File: src/logic/mbf_pkg.sv
package mbf_pkg;
  // ------------------------------------------------------------
  // Function and exception codes
  // ------------------------------------------------------------
  localparam logic [7:0] FC_RD_HOLD = 8'h03;
  localparam logic [7:0] FC_RD_INPUT = 8'h04;
  localparam logic [7:0] FC_WR_ONE = 8'h06;
  localparam logic [7:0] FC_DIAG = 8'h08;
  localparam logic [7:0] FC_WR_MULTI = 8'h10;
  localparam logic [7:0] FC_RW_MULTI = 8'h17;
  localparam logic [7:0] FC_EXC_FLAG = 8'h80;
  localparam logic [7:0] EXC_NONE = 8'h00;
  localparam logic [7:0] EXC_FUNC = 8'h01;
  localparam logic [7:0] EXC_ADDR = 8'h02;
  localparam logic [7:0] EXC_VALUE = 8'h03;
  localparam logic [15:0] DIAG_ECHO = 16'h0000;
  localparam logic [15:0] DIAG_REG = 16'h0002;
  localparam logic [7:0] BCAST_ADDR = 8'h00;
  // ------------------------------------------------------------
  // Limits and telegram layout
  // ------------------------------------------------------------
  localparam logic [15:0] MAX_RD = 16'h007D;
  localparam logic [15:0] MAX_WR = 16'h0078;
  localparam logic [15:0] MAX_RW = 16'h0076;
  localparam logic [7:0] HDR_PLAIN = 8'h04;
  localparam logic [7:0] HDR_WR_MULTI = 8'h05;
  localparam logic [7:0] HDR_RW = 8'h09;
  localparam logic [7:0] LEN_EXC = 8'h03;
  localparam logic [7:0] LEN_ECHO = 8'h06;
  localparam logic [7:0] LEN_RD_HEAD = 8'h03;
  // ------------------------------------------------------------
  // Timing
  // ------------------------------------------------------------
  localparam int CLK_KHZ = 10000;
  localparam int RESP_MIN_US = 3000;
  localparam int RESP_MAX_US = 5000;
  localparam int RESP_CYCLES = (RESP_MIN_US * CLK_KHZ + 999) / 1000;
  localparam int TIMEOUT_CYCLES = RESP_MAX_US * CLK_KHZ / 1000;

  // Header bytes after the function code; zero for unknown codes
  function automatic logic [7:0] hdr_len(input logic [7:0] fc);
    logic [7:0] n;
    n = 8'h00;
    case (fc)
      FC_RD_HOLD, FC_RD_INPUT, FC_WR_ONE, FC_DIAG: n = HDR_PLAIN;
      FC_WR_MULTI: n = HDR_WR_MULTI;
      FC_RW_MULTI: n = HDR_RW;
      default: n = 8'h00;
    endcase
    return n;
  endfunction
endpackage

File: src/logic/mbf_link_if.sv
`timescale 1ns/1ns
interface mbf_link_if;
  logic req_valid;
  logic req_ready;
  logic [7:0] req_data;
  logic req_last;
  logic rsp_valid;
  logic rsp_ready;
  logic [7:0] rsp_data;
  logic rsp_last;

  modport device (
    input req_valid, req_data, req_last, rsp_ready,
    output req_ready, rsp_valid, rsp_data, rsp_last
  );
  modport master (
    output req_valid, req_data, req_last, rsp_ready,
    input req_ready, rsp_valid, rsp_data, rsp_last
  );
endinterface

File: src/logic/mbf_device.sv
`timescale 1ns/1ns
module mbf_device import mbf_pkg::*; #(
  parameter int NUM_REGS = 256,
  parameter int RESP_DELAY = RESP_CYCLES
) (
  input wire logic CLK,
  input wire logic RESET,
  mbf_link_if.device LINK,
  input wire logic [7:0] MY_ADDR,
  output logic WR_STROBE,
  output logic [15:0] WR_ADDR,
  output logic [15:0] WR_DATA,
  output logic [15:0] DIAG_COUNT
);
  typedef enum logic [1:0] {ST_RX, ST_EVAL, ST_WAIT, ST_TX} mbf_dev_state_t;
  localparam int AW = $clog2(NUM_REGS);
  localparam int CW = $clog2(RESP_DELAY + 1);
  localparam logic [16:0] NREG = 17'(NUM_REGS);

  mbf_dev_state_t state;
  logic [15:0] regs [NUM_REGS];
  logic [7:0] hdr [9];
  logic [7:0] idx, slave, fc, hi_byte, exc, chk_exc, bc;
  logic [7:0] tx_idx, tx_len, nidx, next_byte, roff, hl, doff;
  logic [15:0] w0, w1, w2, w3, wbase, radd, rword, diag;
  logic [16:0] waddr;
  logic [CW-1:0] wait_cnt;
  logic take, for_me, bcast, wr_fc, wr_ok, is_read, in_data, data_wr, one_wr;
  logic wait_done, diag_sel;

  // ------------------------------------------------------------
  // Telegram decode
  // ------------------------------------------------------------
  assign w0 = {hdr[0], hdr[1]};
  assign w1 = {hdr[2], hdr[3]};
  assign w2 = {hdr[4], hdr[5]};
  assign w3 = {hdr[6], hdr[7]};
  assign hl = hdr_len(fc);
  assign LINK.req_ready = state == ST_RX;
  assign take = LINK.req_valid && LINK.req_ready;
  assign bcast = slave == BCAST_ADDR;
  assign for_me = slave == MY_ADDR && !bcast;
  assign wr_fc = fc == FC_WR_ONE || fc == FC_WR_MULTI || fc == FC_RW_MULTI;
  assign is_read = fc == FC_RD_HOLD || fc == FC_RD_INPUT || fc == FC_RW_MULTI;
  // Other codes never write, even when broadcast
  assign wr_ok = (for_me || bcast) && wr_fc && chk_exc == EXC_NONE;
  assign doff = idx - 8'h02 - hl;
  assign bc = fc == FC_RW_MULTI ? hdr[8] : hdr[4];
  assign wbase = fc == FC_RW_MULTI ? w2 : w0;
  assign waddr = {1'b0, wbase} + {10'h000, doff[7:1]};
  assign in_data = (fc == FC_WR_MULTI || fc == FC_RW_MULTI) && idx >= 8'h02 + hl && doff < bc;
  assign data_wr = take && wr_ok && in_data && doff[0];
  assign one_wr = take && wr_ok && fc == FC_WR_ONE && idx == 8'h05;

  // Counts and ranges checked before any data byte is stored
  always_comb begin
    chk_exc = EXC_NONE;
    case (fc)
      FC_RD_HOLD, FC_RD_INPUT: begin
        if (w1 == 16'h0000 || w1 > MAX_RD) begin
          chk_exc = EXC_VALUE;
        end else if ({1'b0, w0} + {1'b0, w1} > NREG) begin
          chk_exc = EXC_ADDR;
        end
      end
      FC_WR_ONE: begin
        if ({1'b0, w0} >= NREG) begin
          chk_exc = EXC_ADDR;
        end
      end
      FC_DIAG: begin
        if (w0 != DIAG_ECHO && w0 != DIAG_REG) begin
          chk_exc = EXC_FUNC;
        end
      end
      FC_WR_MULTI: begin
        if (w1 == 16'h0000 || w1 > MAX_WR || hdr[4] != {w1[6:0], 1'b0}) begin
          chk_exc = EXC_VALUE;
        end else if ({1'b0, w0} + {1'b0, w1} > NREG) begin
          chk_exc = EXC_ADDR;
        end
      end
      FC_RW_MULTI: begin
        if (w1 == 16'h0000 || w1 > MAX_RW || w3 == 16'h0000 || w3 > MAX_RW ||
            hdr[8] != {w3[6:0], 1'b0}) begin
          chk_exc = EXC_VALUE;
        end else if ({1'b0, w0} + {1'b0, w1} > NREG ||
                     {1'b0, w2} + {1'b0, w3} > NREG) begin
          chk_exc = EXC_ADDR;
        end
      end
      default: chk_exc = EXC_FUNC;
    endcase
  end

  // ------------------------------------------------------------
  // Receive
  // ------------------------------------------------------------
  always_ff @(posedge CLK) begin
    if (RESET) begin
      idx <= 8'h00;
      slave <= 8'h00;
      fc <= 8'h00;
      hi_byte <= 8'h00;
    end else if (take) begin
      if (idx != 8'hFF) begin
        idx <= idx + 8'h01;
      end
      if (idx == 8'h00) begin
        slave <= LINK.req_data;
      end
      if (idx == 8'h01) begin
        fc <= LINK.req_data;
      end
      hi_byte <= LINK.req_data;
    end else if (state == ST_EVAL) begin
      idx <= 8'h00;
    end
  end

  always_ff @(posedge CLK) begin
    if (RESET) begin
      for (int i = 0; i < 9; i++) begin
        hdr[i] <= 8'h00;
      end
    end else if (take && idx >= 8'h02 && idx < 8'h0B) begin
      hdr[4'(idx - 8'h02)] <= LINK.req_data;
    end
  end

  // Writes land while the telegram streams in, so a later read sees them
  always_ff @(posedge CLK) begin
    if (one_wr) begin
      regs[w0[AW-1:0]] <= {hdr[2], LINK.req_data};
    end else if (data_wr) begin
      regs[waddr[AW-1:0]] <= {hi_byte, LINK.req_data};
    end
  end

  always_ff @(posedge CLK) begin
    if (RESET) begin
      WR_STROBE <= 1'b0;
      WR_ADDR <= 16'h0000;
      WR_DATA <= 16'h0000;
    end else begin
      WR_STROBE <= one_wr || data_wr;
      if (one_wr) begin
        WR_ADDR <= w0;
        WR_DATA <= {hdr[2], LINK.req_data};
      end else if (data_wr) begin
        WR_ADDR <= waddr[15:0];
        WR_DATA <= {hi_byte, LINK.req_data};
      end
    end
  end

  // ------------------------------------------------------------
  // Sequencing
  // ------------------------------------------------------------
  assign wait_done = wait_cnt == CW'(RESP_DELAY - 1);

  always_ff @(posedge CLK) begin
    if (RESET) begin
      state <= ST_RX;
      exc <= EXC_NONE;
    end else begin
      unique case (state)
        ST_RX: begin
          if (take && LINK.req_last) begin
            state <= ST_EVAL;
          end
        end
        ST_EVAL: begin
          exc <= chk_exc;
          // Broadcasts, short and foreign telegrams stay silent
          if (idx < 8'h02 + hl || idx < 8'h02 || !for_me) begin
            state <= ST_RX;
          end else begin
            state <= ST_WAIT;
          end
        end
        ST_WAIT: begin
          if (wait_done) begin
            state <= ST_TX;
          end
        end
        ST_TX: begin
          if (LINK.rsp_ready && tx_idx == tx_len - 8'h01) begin
            state <= ST_RX;
          end
        end
      endcase
    end
  end

  always_ff @(posedge CLK) begin
    if (RESET || state != ST_WAIT) begin
      wait_cnt <= '0;
    end else begin
      wait_cnt <= wait_cnt + CW'(1);
    end
  end

  // Counts exception replies issued to this address
  always_ff @(posedge CLK) begin
    if (RESET) begin
      diag <= 16'h0000;
    end else if (state == ST_EVAL && for_me && idx >= 8'h02 + hl && chk_exc != EXC_NONE) begin
      diag <= diag + 16'h0001;
    end
  end
  assign DIAG_COUNT = diag;

  // ------------------------------------------------------------
  // Reply
  // ------------------------------------------------------------
  assign tx_len = exc != EXC_NONE ? LEN_EXC :
                  is_read ? LEN_RD_HEAD + {w1[6:0], 1'b0} : LEN_ECHO;
  assign nidx = state == ST_TX ? tx_idx + 8'h01 : 8'h00;
  assign diag_sel = fc == FC_DIAG && w0 == DIAG_REG;

  always_comb begin
    roff = nidx - LEN_RD_HEAD;
    radd = w0 + {9'h000, roff[7:1]};
    rword = regs[radd[AW-1:0]];
    next_byte = slave;
    if (nidx == 8'h00) begin
      next_byte = slave;
    end else if (nidx == 8'h01) begin
      next_byte = exc != EXC_NONE ? (fc | FC_EXC_FLAG) : fc;
    end else if (exc != EXC_NONE) begin
      next_byte = exc;
    end else if (is_read) begin
      if (nidx == 8'h02) begin
        next_byte = {w1[6:0], 1'b0};
      end else begin
        next_byte = roff[0] ? rword[7:0] : rword[15:8];
      end
    end else begin
      unique case (nidx[1:0])
        2'h2: next_byte = hdr[0];
        2'h3: next_byte = hdr[1];
        2'h0: next_byte = diag_sel ? diag[15:8] : hdr[2];
        2'h1: next_byte = diag_sel ? diag[7:0] : hdr[3];
      endcase
    end
  end

  always_ff @(posedge CLK) begin
    if (RESET) begin
      LINK.rsp_valid <= 1'b0;
      LINK.rsp_data <= 8'h00;
      tx_idx <= 8'h00;
    end else if (state == ST_WAIT && wait_done) begin
      LINK.rsp_valid <= 1'b1;
      LINK.rsp_data <= next_byte;
      tx_idx <= 8'h00;
    end else if (state == ST_TX && LINK.rsp_ready) begin
      if (tx_idx == tx_len - 8'h01) begin
        LINK.rsp_valid <= 1'b0;
      end else begin
        tx_idx <= nidx;
        LINK.rsp_data <= next_byte;
      end
    end
  end
  assign LINK.rsp_last = LINK.rsp_valid && tx_idx == tx_len - 8'h01;
endmodule

File: src/flat_wrapper.sv
// flat-port wrapper written by rule: the top's interface ports become plain ports
module mbf_device_flat import mbf_pkg::*;
#(
  parameter int NUM_REGS = 256,
  parameter int RESP_DELAY = RESP_CYCLES
)
  (CLK, RESET, MY_ADDR, WR_STROBE, WR_ADDR, WR_DATA, DIAG_COUNT, LINK_req_valid, LINK_req_data, LINK_req_last, LINK_rsp_ready, LINK_req_ready, LINK_rsp_valid, LINK_rsp_data, LINK_rsp_last);
  mbf_link_if LINK_i ();
  input wire logic CLK;
  input wire logic RESET;
  input wire logic [7:0] MY_ADDR;
  output logic WR_STROBE;
  output logic [15:0] WR_ADDR;
  output logic [15:0] WR_DATA;
  output logic [15:0] DIAG_COUNT;
  input wire logic [$bits(LINK_i.req_valid)-1:0] LINK_req_valid;
  input wire logic [$bits(LINK_i.req_data)-1:0] LINK_req_data;
  input wire logic [$bits(LINK_i.req_last)-1:0] LINK_req_last;
  input wire logic [$bits(LINK_i.rsp_ready)-1:0] LINK_rsp_ready;
  output wire logic [$bits(LINK_i.req_ready)-1:0] LINK_req_ready;
  output wire logic [$bits(LINK_i.rsp_valid)-1:0] LINK_rsp_valid;
  output wire logic [$bits(LINK_i.rsp_data)-1:0] LINK_rsp_data;
  output wire logic [$bits(LINK_i.rsp_last)-1:0] LINK_rsp_last;
  assign LINK_i.req_valid = LINK_req_valid;
  assign LINK_i.req_data = LINK_req_data;
  assign LINK_i.req_last = LINK_req_last;
  assign LINK_i.rsp_ready = LINK_rsp_ready;
  assign LINK_req_ready = LINK_i.req_ready;
  assign LINK_rsp_valid = LINK_i.rsp_valid;
  assign LINK_rsp_data = LINK_i.rsp_data;
  assign LINK_rsp_last = LINK_i.rsp_last;
  mbf_device #(.NUM_REGS(NUM_REGS), .RESP_DELAY(RESP_DELAY)) u_core (.CLK(CLK), .RESET(RESET), .LINK(LINK_i), .MY_ADDR(MY_ADDR), .WR_STROBE(WR_STROBE), .WR_ADDR(WR_ADDR), .WR_DATA(WR_DATA), .DIAG_COUNT(DIAG_COUNT));
endmodule
File: config.mk
export PLATFORM = sky130hd
export DESIGN_NAME = mbf_device_flat
export DESIGN_NICKNAME = d
export VERILOG_FILES = /design/src/logic/mbf_pkg.sv /design/src/logic/mbf_link_if.sv /design/src/logic/mbf_device.sv /design/src/flat_wrapper.sv
export SDC_FILE = /design/constraint.sdc
export NUM_CORES = 2
export LEC_CHECK = 0
export BUFFER_PORTS_ARGS = -buffer_cell sky130_fd_sc_hd__clkbuf_2
export CAP_MARGIN = 5
export CORE_MARGIN = 2
export CORE_UTILIZATION = 40
export CTS_CLUSTER_DIAMETER = 30
export DETAILED_ROUTE_END_ITERATION = 10
export RECOVER_POWER = 50
export SETUP_SLACK_MARGIN = 0.02
export SLEW_MARGIN = 20
export SYNTH_ARGS = -nofsm -noshare
export SYNTH_HDL_FRONTEND = slang
export SYNTH_MEMORY_MAX_BITS = 65536
export SYNTH_SLANG_ARGS = --single-unit
File: constraint.sdc
create_clock -name CLK -period 25.5 [get_ports CLK]
set_input_delay 2.55 -clock CLK [delete_from_list [all_inputs] [get_ports CLK]]
set_output_delay 2.55 -clock CLK [all_outputs]
set_load 0.005 [all_outputs]
==> results.toml <==
[timing]
rsz0062_at_grt = "false"
fmax_mhz = 68.7
timing.final.ws_setup_ns = 10.94
finalSetupTns_ns = 0
worstMarginPinSlew_ns = 7.36
hold_violations = 0
fin_skew_ns = 0.0746
setup_viol = 0
max-slew-margin-rel_pct = -391
fin_crit_ns = 14.56
slew_violations = 3896
fin_crit_sh_pct = 57.1

[setup_path]
cp.required_ns = 25.60
worstSetupPathType = "flip-flop to flip-flop"
worstSetupEndpointType = "flip-flop"
critPathMaxStageDelay_ns = 3.77
crit_fanout = 98
cp_slowest_cell = "clkbuf_1"
worstSetupStartpointType = "flip-flop"
crit_top_cell = "a21oi_1"
worstPathArrival_ns = 14.66
path_cells = "nor4_1 > and2_0 > clkbuf_1 > inv_1 > ha_1 > a21oi_1 > a21oi_1 > nor2_1 > a21oi_1 > o21ai_0 > xor2_1 > ha_1 > a21oi_1 > o211ai_1 > nor3b_1 > nand3b_1 > a2111oi_0 > clkbuf_1 > nand2_1 > nand2b_1 > clkbuf_1"

[grt]
track_usage_pct = 23.7
overflow = 0
antenna_found_initial = 45
grt_max_degree = 149
grt_pass1_wl_um = 752000
grt_pass1_vias = 98500

[clocking]
cts_tree = "done"
cts_buffer_depth = 4
ctsResizeCount = 0
insertion_delay_ns = 1.12
cts_setup_buffers = 0
cts_buffers = 749
path_clk_slew_ns = 0.04
cts-htree-levels = 6
hold_buffers = 0
cts_sinks = 4285
cts_root_buf = "clkbuf_16"

[yosys]
ys_seq_area_share_pct = 72.7
synth_common_cells = "4168 x edfxtp_1, 1080 x mux4_2, 965 x nand2_1"
syn_avg_cell_area_um2 = 18.5
netlist.area_leader.share_pct = 71.3
synth_area_leaders = "edfxtp_1 71%, mux4_2 14%, nand2_1 2.1%"
synth_fp_nets = 9570
yosysWarningCount = 0
yosys.area.top_type = "edfxtp_1"
synth_flop_cell = "edfxtp_1"
async_reset_ff_share_pct = 0
synth_most_common_cell = "edfxtp_1"
synth-edff-count = 4168
netlist_instances = 9468
synth_cell_types = 96
syn_area_mm2 = 0.175
ys_ff_latch = 4285

[floorplan]
die_y_um = 666
die_w_um = 666
ioPinCount = 81
die_area_mm2 = 0.444
rows = 243
core_area_mm2 = 0.438
start_util_pct = 40.1

[routing]
remaining_drc_errors = 0
ant_nets = 0
wl_per_cell_um = 32.7
vias = 101000
viasPerCell = 6.09
dr.pass1.iters = 7
routed_wl_um = 540000
drt_first_iter_violations = 14700

[final_layout]
fin_cells = 16500
fin_area_mm2 = 0.210
area_growth_pct = 19.6
final_nets = 10200
drive_above_1_share_pct = 27.5
fillerInstances = 35600
multi_input_area_mm2 = 0.0460
regArea_mm2 = 0.128

[place]
dp.cells = 15100
dp_hpwl_um = 320000
place_area_mm2 = 0.184
place.gp.congestion = 0.903
dpl_worst_slack_ns = 16.71
numPortBuffers = 80

[min_path]
hp-class = "flip-flop to flip-flop"

[power_and_ir_drop]
p_per_area_mw_per_mm2 = 89.2
power_uw = 18700
leakagePower_uw = 0.0662
ir_drop_uv = 71.2

[run_status]
failed_checks = "max-capacitance violations, max-slew violations"
status = "finished with violations"

[job]
timing.max_cap.violations = 59
-- cells in the final DEF (no fill, tap or decap), drive strengths merged, types with 13 or more instances in the layout --
cell,count
edfxtp,4168
mux4,1080
clkbuf,1009
nand2,966
nand3,491
a21oi,402
clkinv,300
buf,273
nor2,219
mux2i,171
inv,136
dfxtp,117
bufinv,96
and3,94
nor3,93
o21ai,85
a31oi,84
ha,77
a32oi,71
nand4,71
clkinvlp,69
xnor2,67
diode,55
mux2,42
and2,39
nand2b,33
xor2,31
nor2b,27
nor4,27
or3,23
a211oi,23
o22ai,21
a21o,20
o211ai,20
a22oi,18
a311oi,16
a2111oi,15
or4,13
-- worst max-delay path: cells and delay by family, from the launching register on --
| family | cells | cell delay (ns) |
|---|---|---|
| AOI/OAI and AO/OA | 7 | 1.38 |
| xor gates and xnor gates | 1 | 0.28 |
| adders and majority gates | 2 | 0.88 |
| buffers and inverters | 4 | 5.96 |
| DFF | 1 | 0.38 |
| and+or+nand+nor | 7 | 4.47 |
-- worst paths after layout --
path	start	to	slack (ns)	cells after the start
setup / recovery	u_core.fc[3]	u_core.regs[159][10]	10.94	21
hold reg to reg	u_core.wait_cnt[0]	u_core.wait_cnt[0]	0.44	1
hold / removal	u_core.wait_cnt[0]	u_core.wait_cnt[0]	0.44	1
setup reg to reg	u_core.fc[3]	u_core.regs[159][10]	10.94	21
-- cells by family (layout without fill, tap and decap cells) --
logic type | Yosys count | after routing | synth area share (%)
simple gates | 2158 | 2158 | 5.69
mux | 1293 | 1293 | 15.1
fa+ha+maj | 81 | 81 | 0.595
compound gates | 890 | 890 | 3.74
other cells | 0 | 55 | 0
buf+inv | 663 | 1883 | 1.71
flops | 4285 | 4285 | 72.7
xor+xnor | 98 | 98 | 0.489
-- through the flow --
stage | hold WS, ns | utilization (%)
CTS | 0.442 | 48.0
detailed placement | 0.434 | 42.1
finish | 0.437 | 47.9
floorplan | 0.413 | -
global route | 0.476 | 47.9
global placement | 0.424 | 42.0
-- where the power goes --
group	leakage [uW]	switching (uW)	internal [uW]
logic	0.0151	653	225
clock network	0.0124	3600	6470
registers	0.0387	13.6	7740
-- sequential cells by signal (all words and copies together), names as in the netlist, 2 cells and up, named ones only --
| signal | count |
|---|---|
| u_core.regs | 4096 |
| u_core.hdr | 72 |
| u_core.DIAG_COUNT | 16 |
| u_core.WR_ADDR | 16 |
| u_core.WR_DATA | 16 |
| u_core.wait_cnt | 15 |
| u_core.LINK.rsp_data | 8 |
| u_core.fc | 8 |
| u_core.hi_byte | 8 |
| u_core.idx | 8 |
| u_core.slave | 8 |
| u_core.tx_idx | 8 |
| u_core.exc | 2 |
-- metal layers --
metal	up-vias	global-route usage [%]	wire length [um]
met5	-	0	241
met4	28	10.7	26000
met3	1282	6.09	60200
met2	6599	36.4	248000
met1	52600	32.0	206000
li1	40000	-	-
-- cell type report --
class                           instances  share of cell area, %
Clock inverter                        542                   3.12
Clock buffer                          845                   9.19
Timing Repair Buffer                  437                   1.39
Tap cell                             5757                   3.43
Inverter                               59                  0.106
Antenna cell                           55                 0.0656
Sequential cell                      4285                   60.8
Multi-Input combinational cell       4520                   21.9
No activity file was read; power rests on OpenSTA's default activity.
